==> src/sua_pkg.sv <==
// shared constants and types for the serial module async (uart) function
package sua_pkg;
  // register selects on the cpu data-memory port
  localparam logic [2:0] SEL_MODE = 3'h0;
  localparam logic [2:0] SEL_STATUS = 3'h1;
  localparam logic [2:0] SEL_FRAME = 3'h2;
  localparam logic [2:0] SEL_ENIRQ = 3'h3;
  localparam logic [2:0] SEL_SWIRE = 3'h4;
  localparam logic [2:0] SEL_DATA = 3'h5;
  localparam logic [2:0] SEL_BAUD = 3'h6;
  // module_mode_control fields
  localparam int MODE_SEL_BIT = 4;
  // uart_frame_control fields
  localparam int FR_FUNC_EN = 7;
  localparam int FR_NINTH_SEL = 6;
  localparam int FR_PAR_EN = 5;
  localparam int FR_PAR_TYPE = 4;
  localparam int FR_STOP_CNT = 3;
  localparam int FR_BREAK = 2;
  localparam int FR_RX_NINTH = 1;
  localparam int FR_TX_NINTH = 0;
  // uart_enable_interrupt_control fields
  localparam int EN_TX = 7;
  localparam int EN_RX = 6;
  localparam int EN_SPEED = 5;
  localparam int EN_ADDR = 4;
  localparam int EN_WAKE = 3;
  localparam int EN_RX_IRQ = 2;
  localparam int EN_TIDLE_IRQ = 1;
  localparam int EN_TEMPTY_IRQ = 0;
  // uart_single_wire_control fields
  localparam int SW_SELECT = 0;
  // power-on values
  localparam logic [7:0] MODE_RST = 8'he0;
  localparam logic [7:0] FRAME_RST = 8'h00;
  localparam logic [7:0] ENIRQ_RST = 8'h00;
  localparam logic [7:0] BAUD_RST = 8'h00;
  localparam logic [7:0] ZERO8 = 8'h00;
  // oversampling: sixteen ticks per bit, majority of three mid samples
  localparam logic [3:0] OVS_LAST = 4'hf;
  localparam logic [3:0] SAMPLE_A = 4'h7;
  localparam logic [3:0] SAMPLE_B = 4'h8;
  localparam logic [3:0] SAMPLE_C = 4'h9;
  localparam logic [1:0] SLOW_LAST = 2'h3;
  localparam logic [3:0] BITS_8 = 4'h8;
  localparam logic [3:0] BITS_9 = 4'h9;
  localparam logic [1:0] FIFO_DEPTH = 2'h2;
  // shift state, shared by both directions
  typedef enum logic [2:0] {
    ST_IDLE = 3'b000,
    ST_START = 3'b001,
    ST_DATA = 3'b010,
    ST_PARITY = 3'b011,
    ST_STOP = 3'b100
  } sua_state_t;
  // one cpu access
  typedef struct packed {
    logic [2:0] sel;
    logic wr;
    logic rd;
    logic [7:0] wdata;
  } sua_reg_req_t;
  // one receive buffer entry
  typedef struct packed {
    logic ninth;
    logic last;
    logic [7:0] data;
  } sua_rx_entry_t;
endpackage

==> src/sua_uart.sv <==
// async uart function of the shared serial interface module
`timescale 1ns/100ps
//
// Contract
// - eight or nine data bits per character
// - even, odd or no parity, generate and check
// - one or two stop bits sent
// - baud from eight-bit divisor register
// - parity, framing, noise, overrun flags separately
// - address mode: interrupt only if last bit one
// - received characters held in two-entry buffer
// - receive pin activity wakes device when enabled
// - interrupts: tx empty, tx idle, rx full, overrun, address
// - all causes merged onto one shared vector
// - independent transmit and receive enables
// - enabled: drive transmit pin, drop its pull-up
// - disabled: pins float, pull-up left to port
// - single-wire select bit zero of third control
// - single wire: rx when rx on, else tx
// - both enables in single wire: receiver wins
// - single wire: transmit also on dedicated pin
// - data write to holding register, then shifted lsb first
// - rx shifted lsb first, then to buffer
// - shift registers have no address
// - one data address: write tx, read oldest rx
// - uart registers usable only with mode select set
module sua_uart (
  input wire logic sys_clk,
  input wire logic rstn,
  input wire sua_pkg::sua_reg_req_t reg_req,
  output logic [7:0] reg_rdata,
  input wire logic serial_in_shared_pin_in,
  output logic serial_in_shared_pin_out,
  output logic serial_in_shared_pin_oe,
  output logic serial_out_pin,
  output logic serial_out_pin_oe,
  output logic tx_pullup_disable,
  output logic usim_irq,
  output logic pin_wakeup
);
  // software-visible control state
  logic [7:0] mode_ctrl; // module_mode_control
  logic [7:0] frame_ctrl; // uart_frame_control, bit1 unused here
  logic [7:0] enirq_ctrl; // uart_enable_interrupt_control
  logic single_wire; // uart_single_wire_control bit 0
  logic [7:0] baud_div; // uart_baud_divisor
  // status flags
  logic parity_error_flag;
  logic noise_flag;
  logic framing_error_flag;
  logic overrun_error_flag;
  logic err_clear_armed; // status read seen, next data read clears errors
  // decoded enables
  logic uart_on;
  logic func_on;
  logic tx_on;
  logic rx_on;
  logic ninth_sel;
  logic wr_uart;
  logic rd_data;
  logic wr_data;
  assign uart_on = mode_ctrl[sua_pkg::MODE_SEL_BIT];
  assign func_on = uart_on & frame_ctrl[sua_pkg::FR_FUNC_EN];
  assign tx_on = func_on & enirq_ctrl[sua_pkg::EN_TX];
  assign rx_on = func_on & enirq_ctrl[sua_pkg::EN_RX];
  assign ninth_sel = frame_ctrl[sua_pkg::FR_NINTH_SEL];
  // uart registers only answer while uart mode is selected
  assign wr_uart = reg_req.wr & uart_on;
  assign rd_data = reg_req.rd & uart_on & (reg_req.sel == sua_pkg::SEL_DATA);
  assign wr_data = wr_uart & (reg_req.sel == sua_pkg::SEL_DATA);

  // mode register is always reachable; it owns the uart select
  always_ff @(posedge sys_clk or negedge rstn)
  begin
    if (!rstn)
      mode_ctrl <= sua_pkg::MODE_RST;
    else if (reg_req.wr && reg_req.sel == sua_pkg::SEL_MODE)
      mode_ctrl <= reg_req.wdata;
  end

  // uart control registers; held at power-on values outside uart mode
  always_ff @(posedge sys_clk or negedge rstn)
  begin
    if (!rstn)
    begin
      frame_ctrl <= sua_pkg::FRAME_RST;
      enirq_ctrl <= sua_pkg::ENIRQ_RST;
      single_wire <= 1'b0;
      baud_div <= sua_pkg::BAUD_RST;
    end
    else if (!uart_on)
    begin
      frame_ctrl <= sua_pkg::FRAME_RST;
      enirq_ctrl <= sua_pkg::ENIRQ_RST;
      single_wire <= 1'b0;
      baud_div <= sua_pkg::BAUD_RST;
    end
    else if (wr_uart)
    begin
      case (reg_req.sel)
        sua_pkg::SEL_FRAME: frame_ctrl <= reg_req.wdata;
        sua_pkg::SEL_ENIRQ: enirq_ctrl <= reg_req.wdata;
        sua_pkg::SEL_SWIRE:
          single_wire <= reg_req.wdata[sua_pkg::SW_SELECT];
        sua_pkg::SEL_BAUD: baud_div <= reg_req.wdata;
        default: ; // status and data are handled elsewhere
      endcase
    end
  end

  // baud generator: divisor+1 cycles per tick, a further /4 at low speed
  logic [7:0] pre_cnt;
  logic [1:0] slow_cnt;
  logic tick; // sixteen ticks per bit
  always_ff @(posedge sys_clk or negedge rstn)
  begin
    if (!rstn)
    begin
      pre_cnt <= sua_pkg::ZERO8;
      slow_cnt <= 2'h0;
      tick <= 1'b0;
    end
    else if (!func_on)
    begin
      pre_cnt <= sua_pkg::ZERO8;
      slow_cnt <= 2'h0;
      tick <= 1'b0;
    end
    else if (pre_cnt == baud_div)
    begin
      pre_cnt <= sua_pkg::ZERO8;
      slow_cnt <= slow_cnt + 2'h1;
      tick <= enirq_ctrl[sua_pkg::EN_SPEED] |
              (slow_cnt == sua_pkg::SLOW_LAST);
    end
    else
    begin
      pre_cnt <= pre_cnt + 8'h01;
      tick <= 1'b0;
    end
  end

  // transmit holding register, loaded by a data write
  logic [7:0] tx_hold;
  logic tx_hold_full;
  logic tx_load; // hold moves into the shift register
  sua_pkg::sua_state_t tx_state;
  always_ff @(posedge sys_clk or negedge rstn)
  begin
    if (!rstn)
    begin
      tx_hold <= sua_pkg::ZERO8;
      tx_hold_full <= 1'b0;
    end
    else if (!tx_on)
      tx_hold_full <= 1'b0;
    else if (wr_data)
    begin
      // a write while full replaces the waiting byte
      tx_hold <= reg_req.wdata;
      tx_hold_full <= 1'b1;
    end
    else if (tx_load)
      tx_hold_full <= 1'b0;
  end

  // transmit shifter; no address reaches it
  logic [8:0] tx_shift;
  logic [3:0] tx_tick_cnt;
  logic [3:0] tx_bits;
  logic tx_parity;
  logic tx_stop2; // second stop bit still to send
  logic tx_line;
  logic tx_bit_end;
  assign tx_load = tx_on & tx_hold_full & (tx_state == sua_pkg::ST_IDLE);
  assign tx_bit_end = tick & (tx_tick_cnt == sua_pkg::OVS_LAST);
  always_ff @(posedge sys_clk or negedge rstn)
  begin
    if (!rstn)
    begin
      tx_state <= sua_pkg::ST_IDLE;
      tx_shift <= 9'h000;
      tx_tick_cnt <= 4'h0;
      tx_bits <= 4'h0;
      tx_parity <= 1'b0;
      tx_stop2 <= 1'b0;
    end
    else if (!tx_on)
      tx_state <= sua_pkg::ST_IDLE;
    else if (tx_load)
    begin
      tx_state <= sua_pkg::ST_START;
      tx_shift <= {frame_ctrl[sua_pkg::FR_TX_NINTH], tx_hold};
      // odd type inverts the even sum
      tx_parity <= (^tx_hold) ^
                   (ninth_sel & frame_ctrl[sua_pkg::FR_TX_NINTH]) ^
                   frame_ctrl[sua_pkg::FR_PAR_TYPE];
      tx_tick_cnt <= 4'h0;
      tx_bits <= 4'h0;
    end
    else if (tick)
    begin
      tx_tick_cnt <= tx_tick_cnt + 4'h1;
      if (tx_bit_end)
      begin
        case (tx_state)
          sua_pkg::ST_START: tx_state <= sua_pkg::ST_DATA;
          sua_pkg::ST_DATA:
          begin
            tx_shift <= {1'b0, tx_shift[8:1]};
            tx_bits <= tx_bits + 4'h1;
            if (tx_bits == (ninth_sel ? sua_pkg::BITS_9 - 4'h1
                                      : sua_pkg::BITS_8 - 4'h1))
            begin
              tx_state <= frame_ctrl[sua_pkg::FR_PAR_EN] ?
                          sua_pkg::ST_PARITY : sua_pkg::ST_STOP;
              tx_stop2 <= frame_ctrl[sua_pkg::FR_STOP_CNT];
            end
          end
          sua_pkg::ST_PARITY: tx_state <= sua_pkg::ST_STOP;
          sua_pkg::ST_STOP:
          begin
            if (tx_stop2)
              tx_stop2 <= 1'b0;
            else
              tx_state <= sua_pkg::ST_IDLE;
          end
          default: tx_state <= sua_pkg::ST_IDLE;
        endcase
      end
    end
  end

  // line level; break holds the line low whatever the shifter does
  always_comb
  begin
    case (tx_state)
      sua_pkg::ST_START: tx_line = 1'b0;
      sua_pkg::ST_DATA: tx_line = tx_shift[0];
      sua_pkg::ST_PARITY: tx_line = tx_parity;
      default: tx_line = 1'b1;
    endcase
    if (frame_ctrl[sua_pkg::FR_BREAK])
      tx_line = 1'b0;
  end

  // receive pin synchroniser, then edge history
  logic rx_sync1;
  logic rx_sync2;
  logic rx_prev;
  always_ff @(posedge sys_clk or negedge rstn)
  begin
    if (!rstn)
    begin
      rx_sync1 <= 1'b1;
      rx_sync2 <= 1'b1;
      rx_prev <= 1'b1;
    end
    else
    begin
      rx_sync1 <= serial_in_shared_pin_in;
      rx_sync2 <= rx_sync1;
      rx_prev <= rx_sync2;
    end
  end

  // receive shifter with three-sample majority vote per bit
  sua_pkg::sua_state_t rx_state;
  logic [8:0] rx_shift;
  logic [3:0] rx_tick_cnt;
  logic [3:0] rx_bits;
  logic [2:0] rx_samp;
  logic rx_noise; // disagreement seen in this frame
  logic rx_par_bad;
  logic rx_done; // one-cycle: character complete
  logic rx_frame_bad;
  logic rx_vote;
  logic rx_bit_end;
  assign rx_vote = (rx_samp[0] & rx_samp[1]) | (rx_samp[0] & rx_samp[2]) |
                   (rx_samp[1] & rx_samp[2]);
  // stop ends at its vote so a gapless next start edge is still seen
  assign rx_bit_end = tick & (rx_tick_cnt == (rx_state == sua_pkg::ST_STOP ?
    sua_pkg::SAMPLE_C + 4'h1 : sua_pkg::OVS_LAST));
  always_ff @(posedge sys_clk or negedge rstn)
  begin
    if (!rstn)
    begin
      rx_state <= sua_pkg::ST_IDLE;
      rx_shift <= 9'h000;
      rx_tick_cnt <= 4'h0;
      rx_bits <= 4'h0;
      rx_samp <= 3'h7;
      rx_noise <= 1'b0;
      rx_par_bad <= 1'b0;
      rx_done <= 1'b0;
      rx_frame_bad <= 1'b0;
    end
    else if (!rx_on)
    begin
      rx_state <= sua_pkg::ST_IDLE;
      rx_done <= 1'b0;
    end
    else
    begin
      rx_done <= 1'b0;
      if (rx_state == sua_pkg::ST_IDLE)
      begin
        if (rx_prev && !rx_sync2)
        begin
          // falling edge starts a frame
          rx_state <= sua_pkg::ST_START;
          rx_tick_cnt <= 4'h0;
          rx_bits <= 4'h0;
          rx_noise <= 1'b0;
          rx_par_bad <= frame_ctrl[sua_pkg::FR_PAR_TYPE];
        end
      end
      else if (tick)
      begin
        rx_tick_cnt <= rx_tick_cnt + 4'h1;
        if (rx_tick_cnt == sua_pkg::SAMPLE_A)
          rx_samp[0] <= rx_sync2;
        if (rx_tick_cnt == sua_pkg::SAMPLE_B)
          rx_samp[1] <= rx_sync2;
        if (rx_tick_cnt == sua_pkg::SAMPLE_C)
          rx_samp[2] <= rx_sync2;
        if (rx_bit_end)
        begin
          if (rx_samp != 3'h0 && rx_samp != 3'h7)
            rx_noise <= 1'b1;
          case (rx_state)
            sua_pkg::ST_START:
              rx_state <= rx_vote ? sua_pkg::ST_IDLE : sua_pkg::ST_DATA;
            sua_pkg::ST_DATA:
            begin
              rx_shift <= {rx_vote, rx_shift[8:1]};
              rx_par_bad <= rx_par_bad ^ rx_vote;
              rx_bits <= rx_bits + 4'h1;
              if (rx_bits == (ninth_sel ? sua_pkg::BITS_9 - 4'h1
                                        : sua_pkg::BITS_8 - 4'h1))
                rx_state <= frame_ctrl[sua_pkg::FR_PAR_EN] ?
                            sua_pkg::ST_PARITY : sua_pkg::ST_STOP;
            end
            sua_pkg::ST_PARITY:
            begin
              rx_par_bad <= rx_par_bad ^ rx_vote;
              rx_state <= sua_pkg::ST_STOP;
            end
            sua_pkg::ST_STOP:
            begin
              rx_frame_bad <= ~rx_vote;
              rx_done <= 1'b1;
              rx_state <= sua_pkg::ST_IDLE;
            end
            default: rx_state <= sua_pkg::ST_IDLE;
          endcase
        end
      end
    end
  end

  // assembled character, aligned for 8 or 9 bits
  sua_pkg::sua_rx_entry_t rx_char;
  always_comb
  begin
    rx_char.ninth = ninth_sel & rx_shift[8];
    rx_char.data = ninth_sel ? rx_shift[7:0] : rx_shift[8:1];
    rx_char.last = ninth_sel ? rx_shift[8] : rx_shift[8];
  end

  // two-entry receive buffer; a full buffer refuses and keeps its data
  sua_pkg::sua_rx_entry_t rx_fifo [2];
  logic rx_wr_ptr;
  logic rx_rd_ptr;
  logic [1:0] rx_count;
  logic rx_full;
  logic rx_push;
  logic rx_pop;
  assign rx_full = (rx_count == sua_pkg::FIFO_DEPTH);
  assign rx_push = rx_done & ~rx_full;
  assign rx_pop = rd_data & (rx_count != 2'h0);
  always_ff @(posedge sys_clk or negedge rstn)
  begin
    if (!rstn)
    begin
      rx_fifo[0] <= '0;
      rx_fifo[1] <= '0;
      rx_wr_ptr <= 1'b0;
      rx_rd_ptr <= 1'b0;
      rx_count <= 2'h0;
    end
    else
    begin
      if (rx_push)
      begin
        rx_fifo[rx_wr_ptr] <= rx_char;
        rx_wr_ptr <= ~rx_wr_ptr;
      end
      if (rx_pop)
        rx_rd_ptr <= ~rx_rd_ptr;
      if (rx_push && !rx_pop)
        rx_count <= rx_count + 2'h1;
      else if (rx_pop && !rx_push)
        rx_count <= rx_count - 2'h1;
    end
  end

  // error flags: set by the receiver, cleared by status read then data read
  logic err_clear;
  assign err_clear = rd_data & err_clear_armed;
  always_ff @(posedge sys_clk or negedge rstn)
  begin
    if (!rstn)
    begin
      parity_error_flag <= 1'b0;
      noise_flag <= 1'b0;
      framing_error_flag <= 1'b0;
      overrun_error_flag <= 1'b0;
      err_clear_armed <= 1'b0;
    end
    else if (!uart_on)
    begin
      parity_error_flag <= 1'b0;
      noise_flag <= 1'b0;
      framing_error_flag <= 1'b0;
      overrun_error_flag <= 1'b0;
      err_clear_armed <= 1'b0;
    end
    else
    begin
      if (reg_req.rd && reg_req.sel == sua_pkg::SEL_STATUS)
        err_clear_armed <= 1'b1;
      else if (rd_data)
        err_clear_armed <= 1'b0;
      // a new error in the clearing cycle wins
      parity_error_flag <= (rx_done & rx_par_bad &
                            frame_ctrl[sua_pkg::FR_PAR_EN]) |
                           (parity_error_flag & ~err_clear);
      noise_flag <= (rx_done & rx_noise) |
                    (noise_flag & ~err_clear);
      framing_error_flag <= (rx_done & rx_frame_bad) |
                            (framing_error_flag & ~err_clear);
      overrun_error_flag <= (rx_done & rx_full) |
                            (overrun_error_flag & ~err_clear);
    end
  end

  // status as seen by software
  logic tx_empty;
  logic tx_idle;
  logic rx_idle;
  logic [7:0] status_word;
  sua_pkg::sua_rx_entry_t rx_head;
  assign rx_head = rx_fifo[rx_rd_ptr];
  assign tx_empty = ~tx_hold_full;
  assign tx_idle = ~tx_hold_full & (tx_state == sua_pkg::ST_IDLE);
  assign rx_idle = (rx_state == sua_pkg::ST_IDLE);
  assign status_word = {parity_error_flag, noise_flag, framing_error_flag,
                        overrun_error_flag, rx_idle, rx_count != 2'h0,
                        tx_idle, tx_empty};

  // registered read answer; unmapped selects, and uart selects outside uart mode, read zero
  always_ff @(posedge sys_clk or negedge rstn)
  begin
    if (!rstn)
      reg_rdata <= sua_pkg::ZERO8;
    else if (reg_req.rd)
    begin
      case (reg_req.sel)
        sua_pkg::SEL_MODE: reg_rdata <= mode_ctrl;
        sua_pkg::SEL_STATUS: reg_rdata <= uart_on ? status_word
                                                  : sua_pkg::ZERO8;
        sua_pkg::SEL_FRAME:
        begin
          reg_rdata <= uart_on ? frame_ctrl : sua_pkg::ZERO8;
          reg_rdata[sua_pkg::FR_RX_NINTH] <= uart_on & rx_head.ninth;
        end
        sua_pkg::SEL_ENIRQ: reg_rdata <= uart_on ? enirq_ctrl
                                                 : sua_pkg::ZERO8;
        sua_pkg::SEL_SWIRE: reg_rdata <= {7'h00, uart_on & single_wire};
        sua_pkg::SEL_DATA: reg_rdata <= uart_on ? rx_head.data
                                                : sua_pkg::ZERO8;
        sua_pkg::SEL_BAUD: reg_rdata <= uart_on ? baud_div
                                                : sua_pkg::ZERO8;
        default: reg_rdata <= sua_pkg::ZERO8;
      endcase
    end
  end

  // pin steering; receiver wins the shared pin in single wire mode
  logic sw_tx; // single wire transmitting
  assign sw_tx = single_wire & tx_on & ~rx_on;
  always_ff @(posedge sys_clk or negedge rstn)
  begin
    if (!rstn)
    begin
      serial_in_shared_pin_out <= 1'b1;
      serial_in_shared_pin_oe <= 1'b0;
      serial_out_pin <= 1'b1;
      serial_out_pin_oe <= 1'b0;
      tx_pullup_disable <= 1'b0;
    end
    else
    begin
      serial_in_shared_pin_out <= tx_line;
      serial_in_shared_pin_oe <= sw_tx;
      serial_out_pin <= tx_line;
      // dedicated pin drives in full duplex, and mirrors in single wire
      serial_out_pin_oe <= single_wire ? sw_tx : tx_on;
      tx_pullup_disable <= single_wire ? sw_tx : tx_on;
    end
  end

  // merged interrupt request and pin wake-up pulse
  logic rx_irq_cause;
  assign rx_irq_cause = (rx_count != 2'h0) &
                        (~enirq_ctrl[sua_pkg::EN_ADDR] | rx_head.last);
  always_ff @(posedge sys_clk or negedge rstn)
  begin
    if (!rstn)
    begin
      usim_irq <= 1'b0;
      pin_wakeup <= 1'b0;
    end
    else
    begin
      usim_irq <= func_on &
                  ((enirq_ctrl[sua_pkg::EN_RX_IRQ] &
                    (rx_irq_cause | overrun_error_flag)) |
                   (enirq_ctrl[sua_pkg::EN_TIDLE_IRQ] & tx_idle) |
                   (enirq_ctrl[sua_pkg::EN_TEMPTY_IRQ] &
                    tx_empty));
      pin_wakeup <= uart_on & enirq_ctrl[sua_pkg::EN_WAKE] &
                    rx_prev & ~rx_sync2;
    end
  end
endmodule

==> config.mk <==
export PLATFORM = sky130hd
export DESIGN_NAME = sua_uart
export DESIGN_NICKNAME = d
export VERILOG_FILES = /design/src/sua_pkg.sv /design/src/sua_uart.sv
export SDC_FILE = /design/constraint.sdc
export NUM_CORES = 1
export LEC_CHECK = 0
export ABC_AREA = 1
export BUFFER_PORTS_ARGS = -buffer_cell sky130_fd_sc_hd__buf_4
export CORE_MARGIN = 1
export CORE_UTILIZATION = 45
export DETAILED_ROUTE_END_ITERATION = 10
export HOLD_SLACK_MARGIN = 0.02
export REMOVE_ABC_BUFFERS = 1
export SYNTH_ARGS = -nofsm -noshare
export SYNTH_HDL_FRONTEND = slang
export SYNTH_SLANG_ARGS = --single-unit
==> constraint.sdc <==
create_clock -name sys_clk -period 2.9 [get_ports sys_clk]
set_clock_uncertainty 0.1 [all_clocks]
set_input_delay 0.435 -clock sys_clk [delete_from_list [all_inputs] [get_ports sys_clk]]
set_output_delay 0.435 -clock sys_clk [all_outputs]
set_load 0.02 [all_outputs]
=== After elaboration in Yosys (flattened, before gate mapping) ===
Index checks and enable logic that the tools add are counted.
Widths: inputs -> output; s select.

* Flip-flop bits (word level): 147

* Magnitude comparators: 3
* Eq/ne operators: 43
* Bitwise operators: 68
* Reduce and logical (&&, ||, !) cells: 47
* $add $sub $neg: 8
* Mux-type cells: 98

{| class="wikitable"
|+ Operator list
! operator !! count
|-
| $mux 8 || 17
|-
| $mux 4 || 14
|-
| $pmux 8 s7 || 1
|-
| $mux 3 || 14
|-
| $and 1x1->1 || 41
|-
| $mux 10 || 4
|-
| $mux 9 || 4
|-
| $mux 1 || 33
|-
| $reduce_and 5->1 || 5
|-
| $reduce_and 4->1 || 6
|-
| $reduce_bool 2->1 || 11
|-
| $bwmux 20 || 1
|-
| $eq 3x2->1 const B || 6
|-
| $ne 3x1->1 const B || 6
|-
| $add 4x1->4 const B || 4
|-
| $eq 3x3->1 const B || 5
|-
| $ne 2x1->1 const B || 7
|-
| $reduce_and 2->1 || 7
|-
| $eq 4x4->1 || 3
|-
| $eq 4x4->1 const B || 3
|-
| $ne 4x4->1 const B || 3
|-
| $pmux 3 s4 || 1
|-
| $not 1->1 || 11
|-
| $or 1x1->1 || 11
|-
| other kinds (27) || 49
|}

=== Longest topological paths before layout ===
* Depth after elaboration: 11
* Gate-level depth with buffers: 11
* Gate-level depth less buffers: 10

=== Worst setup path before layout ===
No wires, ideal clock.

* Path type: input -> register
* Start: input reg_req[12] (netlist bit)
* End: register rx_count[1]
* Data arrival time: 1.731 ns
* Stages on the path: 9
* Library setup time: 0.131 ns
* Data required time: 2.669 ns
* Slack: 0.938 ns
* Path through: inv_2 nor3_4 inv_1 nor2_2 nand2_1 ha_1 a21oi_1 o21ai_0 xor2_1

* Cells in the longest elaborated chain, start to end: 6
* Elaborated cells on any way between the ends: 8
* Classes of those cells: eq/ne: 1; mux: 1; bitwise: 2; reduce/logical: 4

{| class="wikitable"
|+ Ends and longest elaborated chain
! item !! line !! text
|-
| from (decl) || sua_uart.sv:30 || <nowiki>input wire sua_pkg::sua_reg_req_t reg_req,</nowiki>
|-
| $eq 3x3->1 * || sua_uart.sv:69 || <nowiki>assign rd_data = reg_req.rd & uart_on & (reg_req.sel == sua_pkg::SEL_DATA);</nowiki>
|-
| $and 1x1->1 * || sua_uart.sv:69 ||
|-
| $and 1x1->1 * || sua_uart.sv:381 || <nowiki>assign rx_pop = rd_data & (rx_count != 2'h0);</nowiki>
|-
| $logic_not 1->1 || sua_uart.sv:401 || <nowiki>if (rx_push && !rx_pop)</nowiki>
|-
| $logic_and 1x1->1 || sua_uart.sv:401 ||
|-
| $mux 2 or $reduce_bool 2->1 (tied branches) || - ||
|-
| to (signal assigned) || sua_uart.sv:402 || <nowiki>rx_count <= rx_count + 2'h1;</nowiki>
|-
| to (signal assigned) || sua_uart.sv:404 || <nowiki>rx_count <= rx_count - 2'h1;</nowiki>
|-
| to (decl) || sua_uart.sv:375 || <nowiki>logic [1:0] rx_count;</nowiki>
|}

Every way passes the cells marked *; elsewhere a longest branch is shown, timed or not.
A chain may end at the register's enable or synchronous reset.

=== Final worst setup path ===
* Start: register rx_count[1]
* End: register rx_fifo[19] (netlist bit)

* Cells in the longest elaborated chain, start to end: 3

{| class="wikitable"
|+ Ends and longest elaborated chain
! item !! line !! text
|-
| $eq 2x2->1 || sua_uart.sv:379 || <nowiki>assign rx_full = (rx_count == sua_pkg::FIFO_DEPTH);</nowiki>
|-
| $not 1->1 || sua_uart.sv:380 || <nowiki>assign rx_push = rx_done & ~rx_full;</nowiki>
|-
| $and 1x1->1 || sua_uart.sv:380 ||
|-
| to (signal, indexed assignment) || sua_uart.sv:396 || <nowiki>rx_fifo[rx_wr_ptr] <= rx_char;</nowiki>
|-
| to (decl) || sua_uart.sv:372 || <nowiki>sua_pkg::sua_rx_entry_t rx_fifo [2];</nowiki>
|}

No other way between the ends.

==> impl_metrics.env <==
export IMPL_p_per_area_mw_per_mm2=582
export IMPL_final_max_slew_viol_count=0
export IMPL_synthFlopType="dfrtp_1"
export IMPL_endpoint_kind="flip-flop"
export IMPL_wl_um=17600
export IMPL_synth_top_area_share_pct=45.1
export IMPL_boundaryPins=31
export IMPL_min_path_type="input pin to flip-flop"
export IMPL_diodes=0
export IMPL_yosysWarnings=0
export IMPL_worstMarginPinSlew_ns=0.901
export IMPL_ys_seq_elements=146
export IMPL_dp_hpwl_um=12800
export IMPL_rsz0062_at_grt="false"
export IMPL_syn_inst=950
export IMPL_grt_pass1_wl_um=29800
export IMPL_p_sw_share_pct=25.2
export IMPL_synth_edf_count=0
export IMPL_core_area_sq_mm=0.0161
export IMPL_yosysTopAreaCell="dfrtp_1"
export IMPL_area_delta_synth_final_pct=14.2
export IMPL_dieArea_sq_mm=0.0173
export IMPL_avgViaCountPerCell=5.10
export IMPL_cts_tree="built"
export IMPL_track_usage_pct=21.9
export IMPL_nNetsFinal=1010
export IMPL_antenna_found_initial=0
export IMPL_drive_gt1_share_pct=13.2
export IMPL_peakVddDrop_v=0.000486
export IMPL_hold_violations=0
export IMPL_period_share_pct=66.9
export IMPL_dp_cells=1180
export IMPL_portBuffers=30
export IMPL_final_cells=1214
export IMPL_p_int_uw=3750
export IMPL_power_frac_comb_pct=8.6
export IMPL_cts_clk_slew_worst_paths_ns=0.06
export IMPL_synthArstFlopShare_pct=100
export IMPL_cp_max_fo=16
export IMPL_cp_start_kind="flip-flop"
export IMPL_firstDrtPassIters=5
export IMPL_r2r_start="rx_count[1]"
export IMPL_ys_seq_area_share_pct=48.6
export IMPL_clkPwrFrac_pct=46.6
export IMPL_clockBufferDepth=2
export IMPL_clock_fmax_ghz=0.515
export IMPL_status="finished, final reports clean"
export IMPL_drv_cap=0
export IMPL_overflow=0
export IMPL_cts_hold_buf=2
export IMPL_synth_area_leaders="dfrtp_1, nand2_1, inv_1"
export IMPL_crit_type="flip-flop to flip-flop"
export IMPL_cts_root_buffer="clkbuf_16"
export IMPL_avgSynthCellArea_sq_um=7.94
export IMPL_grt_pass1_vias=5790
export IMPL_p_leak_uw=0.00417
export IMPL_clkLatencyLatePin_ns=0.43
export IMPL_worst_ep_arrival_time_ns=2.18
export IMPL_gp_congestion=0.869
export IMPL_seqPwrFrac_pct=44.8
export IMPL_grt_max_degree=62
export IMPL_crit_start="rx_count[1]"
export IMPL_rows=46
export IMPL_worstHoldPathCells=3
export IMPL_cts_setup_buffers=0
export IMPL_period_needed_ns=1.94
export IMPL_maxSlewHeadroom_pct=39.5
export IMPL_min_from="reg_req[1]"
export IMPL_tns_ns=0
export IMPL_drt_initial_drc_count=476
export IMPL_drc=0
export IMPL_final_setup_viol_count=0
export IMPL_ant_nets=0
export IMPL_cts_buffers=17
export IMPL_wl_per_cell_um=14.5
export IMPL_chipWidth_um=131
export IMPL_vias=6193
export IMPL_rr_worst_depth=5
export IMPL_htree_levels=4
export IMPL_cts_resized=0
export IMPL_clock_sinks=146
export IMPL_synth_cell_type_count=40
export IMPL_start_util_pct=46.8
export IMPL_die_height_um=131
export IMPL_critPathRequiredTime_ns=3.14
export IMPL_synth_area_sq_mm=0.00754
export IMPL_p_sw_uw=1260
-- layer usage --
layer | up-vias | wire length (um) | GRT usage [%]
li1 | 3123 | - | -
met1 | 2894 | 8770 | 32.0
met2 | 149 | 7750 | 32.2
met3 | 27 | 733 | 4.13
met4 | 0 | 366 | 7.95
met5 | - | 0 | 0
-- stage by stage --
stage / worst slack (ns) / instance area, sq um / util [%] / hold slack [ns] / power [uW]
after global routing: 0.652 / 8610 / 53.4 / 0.199 / 5210
after global placement: 0.892 / 7970 / 49.4 / 0.247 / 2710
after floorplan: 0.401 / 7400 / - / 0.0394 / 2500
after detailed placement: 0.889 / 7970 / 49.4 / 0.248 / 2710
after CTS: 0.890 / 8610 / 53.4 / 0.183 / 5050
final: 0.959 / 8610 / 53.4 / 0.185 / 5010
-- critical path, cell delays in order (launching register included) --
cell and delay, ns:
dfrtp_1 0.38, inv_1 0.10, o21ai_0 0.13, nor2_1 0.67, inv_1 0.25, o21ai_0 0.23
-- worst paths after layout --
kind / end / slack (ns)
setup / recovery: rx_fifo[19] / 0.96
hold / removal: enirq_ctrl[1] / 0.18
setup reg to reg: rx_fifo[19] / 0.96
hold reg to reg: rx_sync2 / 0.26
max in group asynchronous: rx_sync2 / 1.47
min in group asynchronous: pre_cnt[2] / 0.44
-- flip-flops by register name (all words and copies together), names as in the netlist, 7 cells and up --
signal and count:
frame_ctrl 7, mode_ctrl 8, rx_shift 9, rx_fifo 20, enirq_ctrl 8, baud_div 8, pre_cnt 8, tx_hold 8
reg_rdata 8, tx_shift 9
-- cells by family after synthesis --
logic type / after synthesis / synth area share (%)
simple gates: 492 / 29.2
buf+inv: 148 / 8.08
flops: 146 / 48.6
compound gates: 140 / 10.9
xor+xnor: 15 / 1.74
fa+ha+maj: 9 / 1.49
-- cells in the mapped netlist (all sizes together), types with 9 or more instances --
master	instances
a21oi	24
buf	15
nor2	66
ha	9
nor3	10
nand3	87
o21ai	99
nand4	22
dfrtp	136
xor2	10
dfstp	10
inv	124
nand2	307
-- power by group through the flow --
stage	Clock [uW]	Combinational, uW	Sequential [uW]
2_1_floorplan	0	219	2280
3_3_place_gp	0	430	2280
3_5_place_dp	0	428	2280
4_1_cts	2370	433	2240
5_1_grt	2460	486	2260
6_report	2340	430	2240
-- layout by cell type, fill, tap and decap left out, types with 17 or more instances in the layout --
cell type | synthesis | layout
nand3_1 | 84 | 84
nor2_1 | 55 | 55
dfrtp_1 | 136 | 136
a21oi_1 | 22 | 22
buf_4 | 3 | 35
clkbuf_16 | 0 | 17
inv_1 | 115 | 115
o21ai_0 | 81 | 81
nand4_1 | 22 | 22
o21ai_2 | 18 | 18
nand2_1 | 298 | 298
-- area by class of cell --
class,count,area (sq um)
timing repair buffer,39,314
multi-input combinational,656,3260
inverter,125,473
fill,1558,7510
tap,216,270
clock buffer,21,460
sequential,146,3670
clock inverter,11,160
Note: power is estimated with default switching activity, not from simulation.
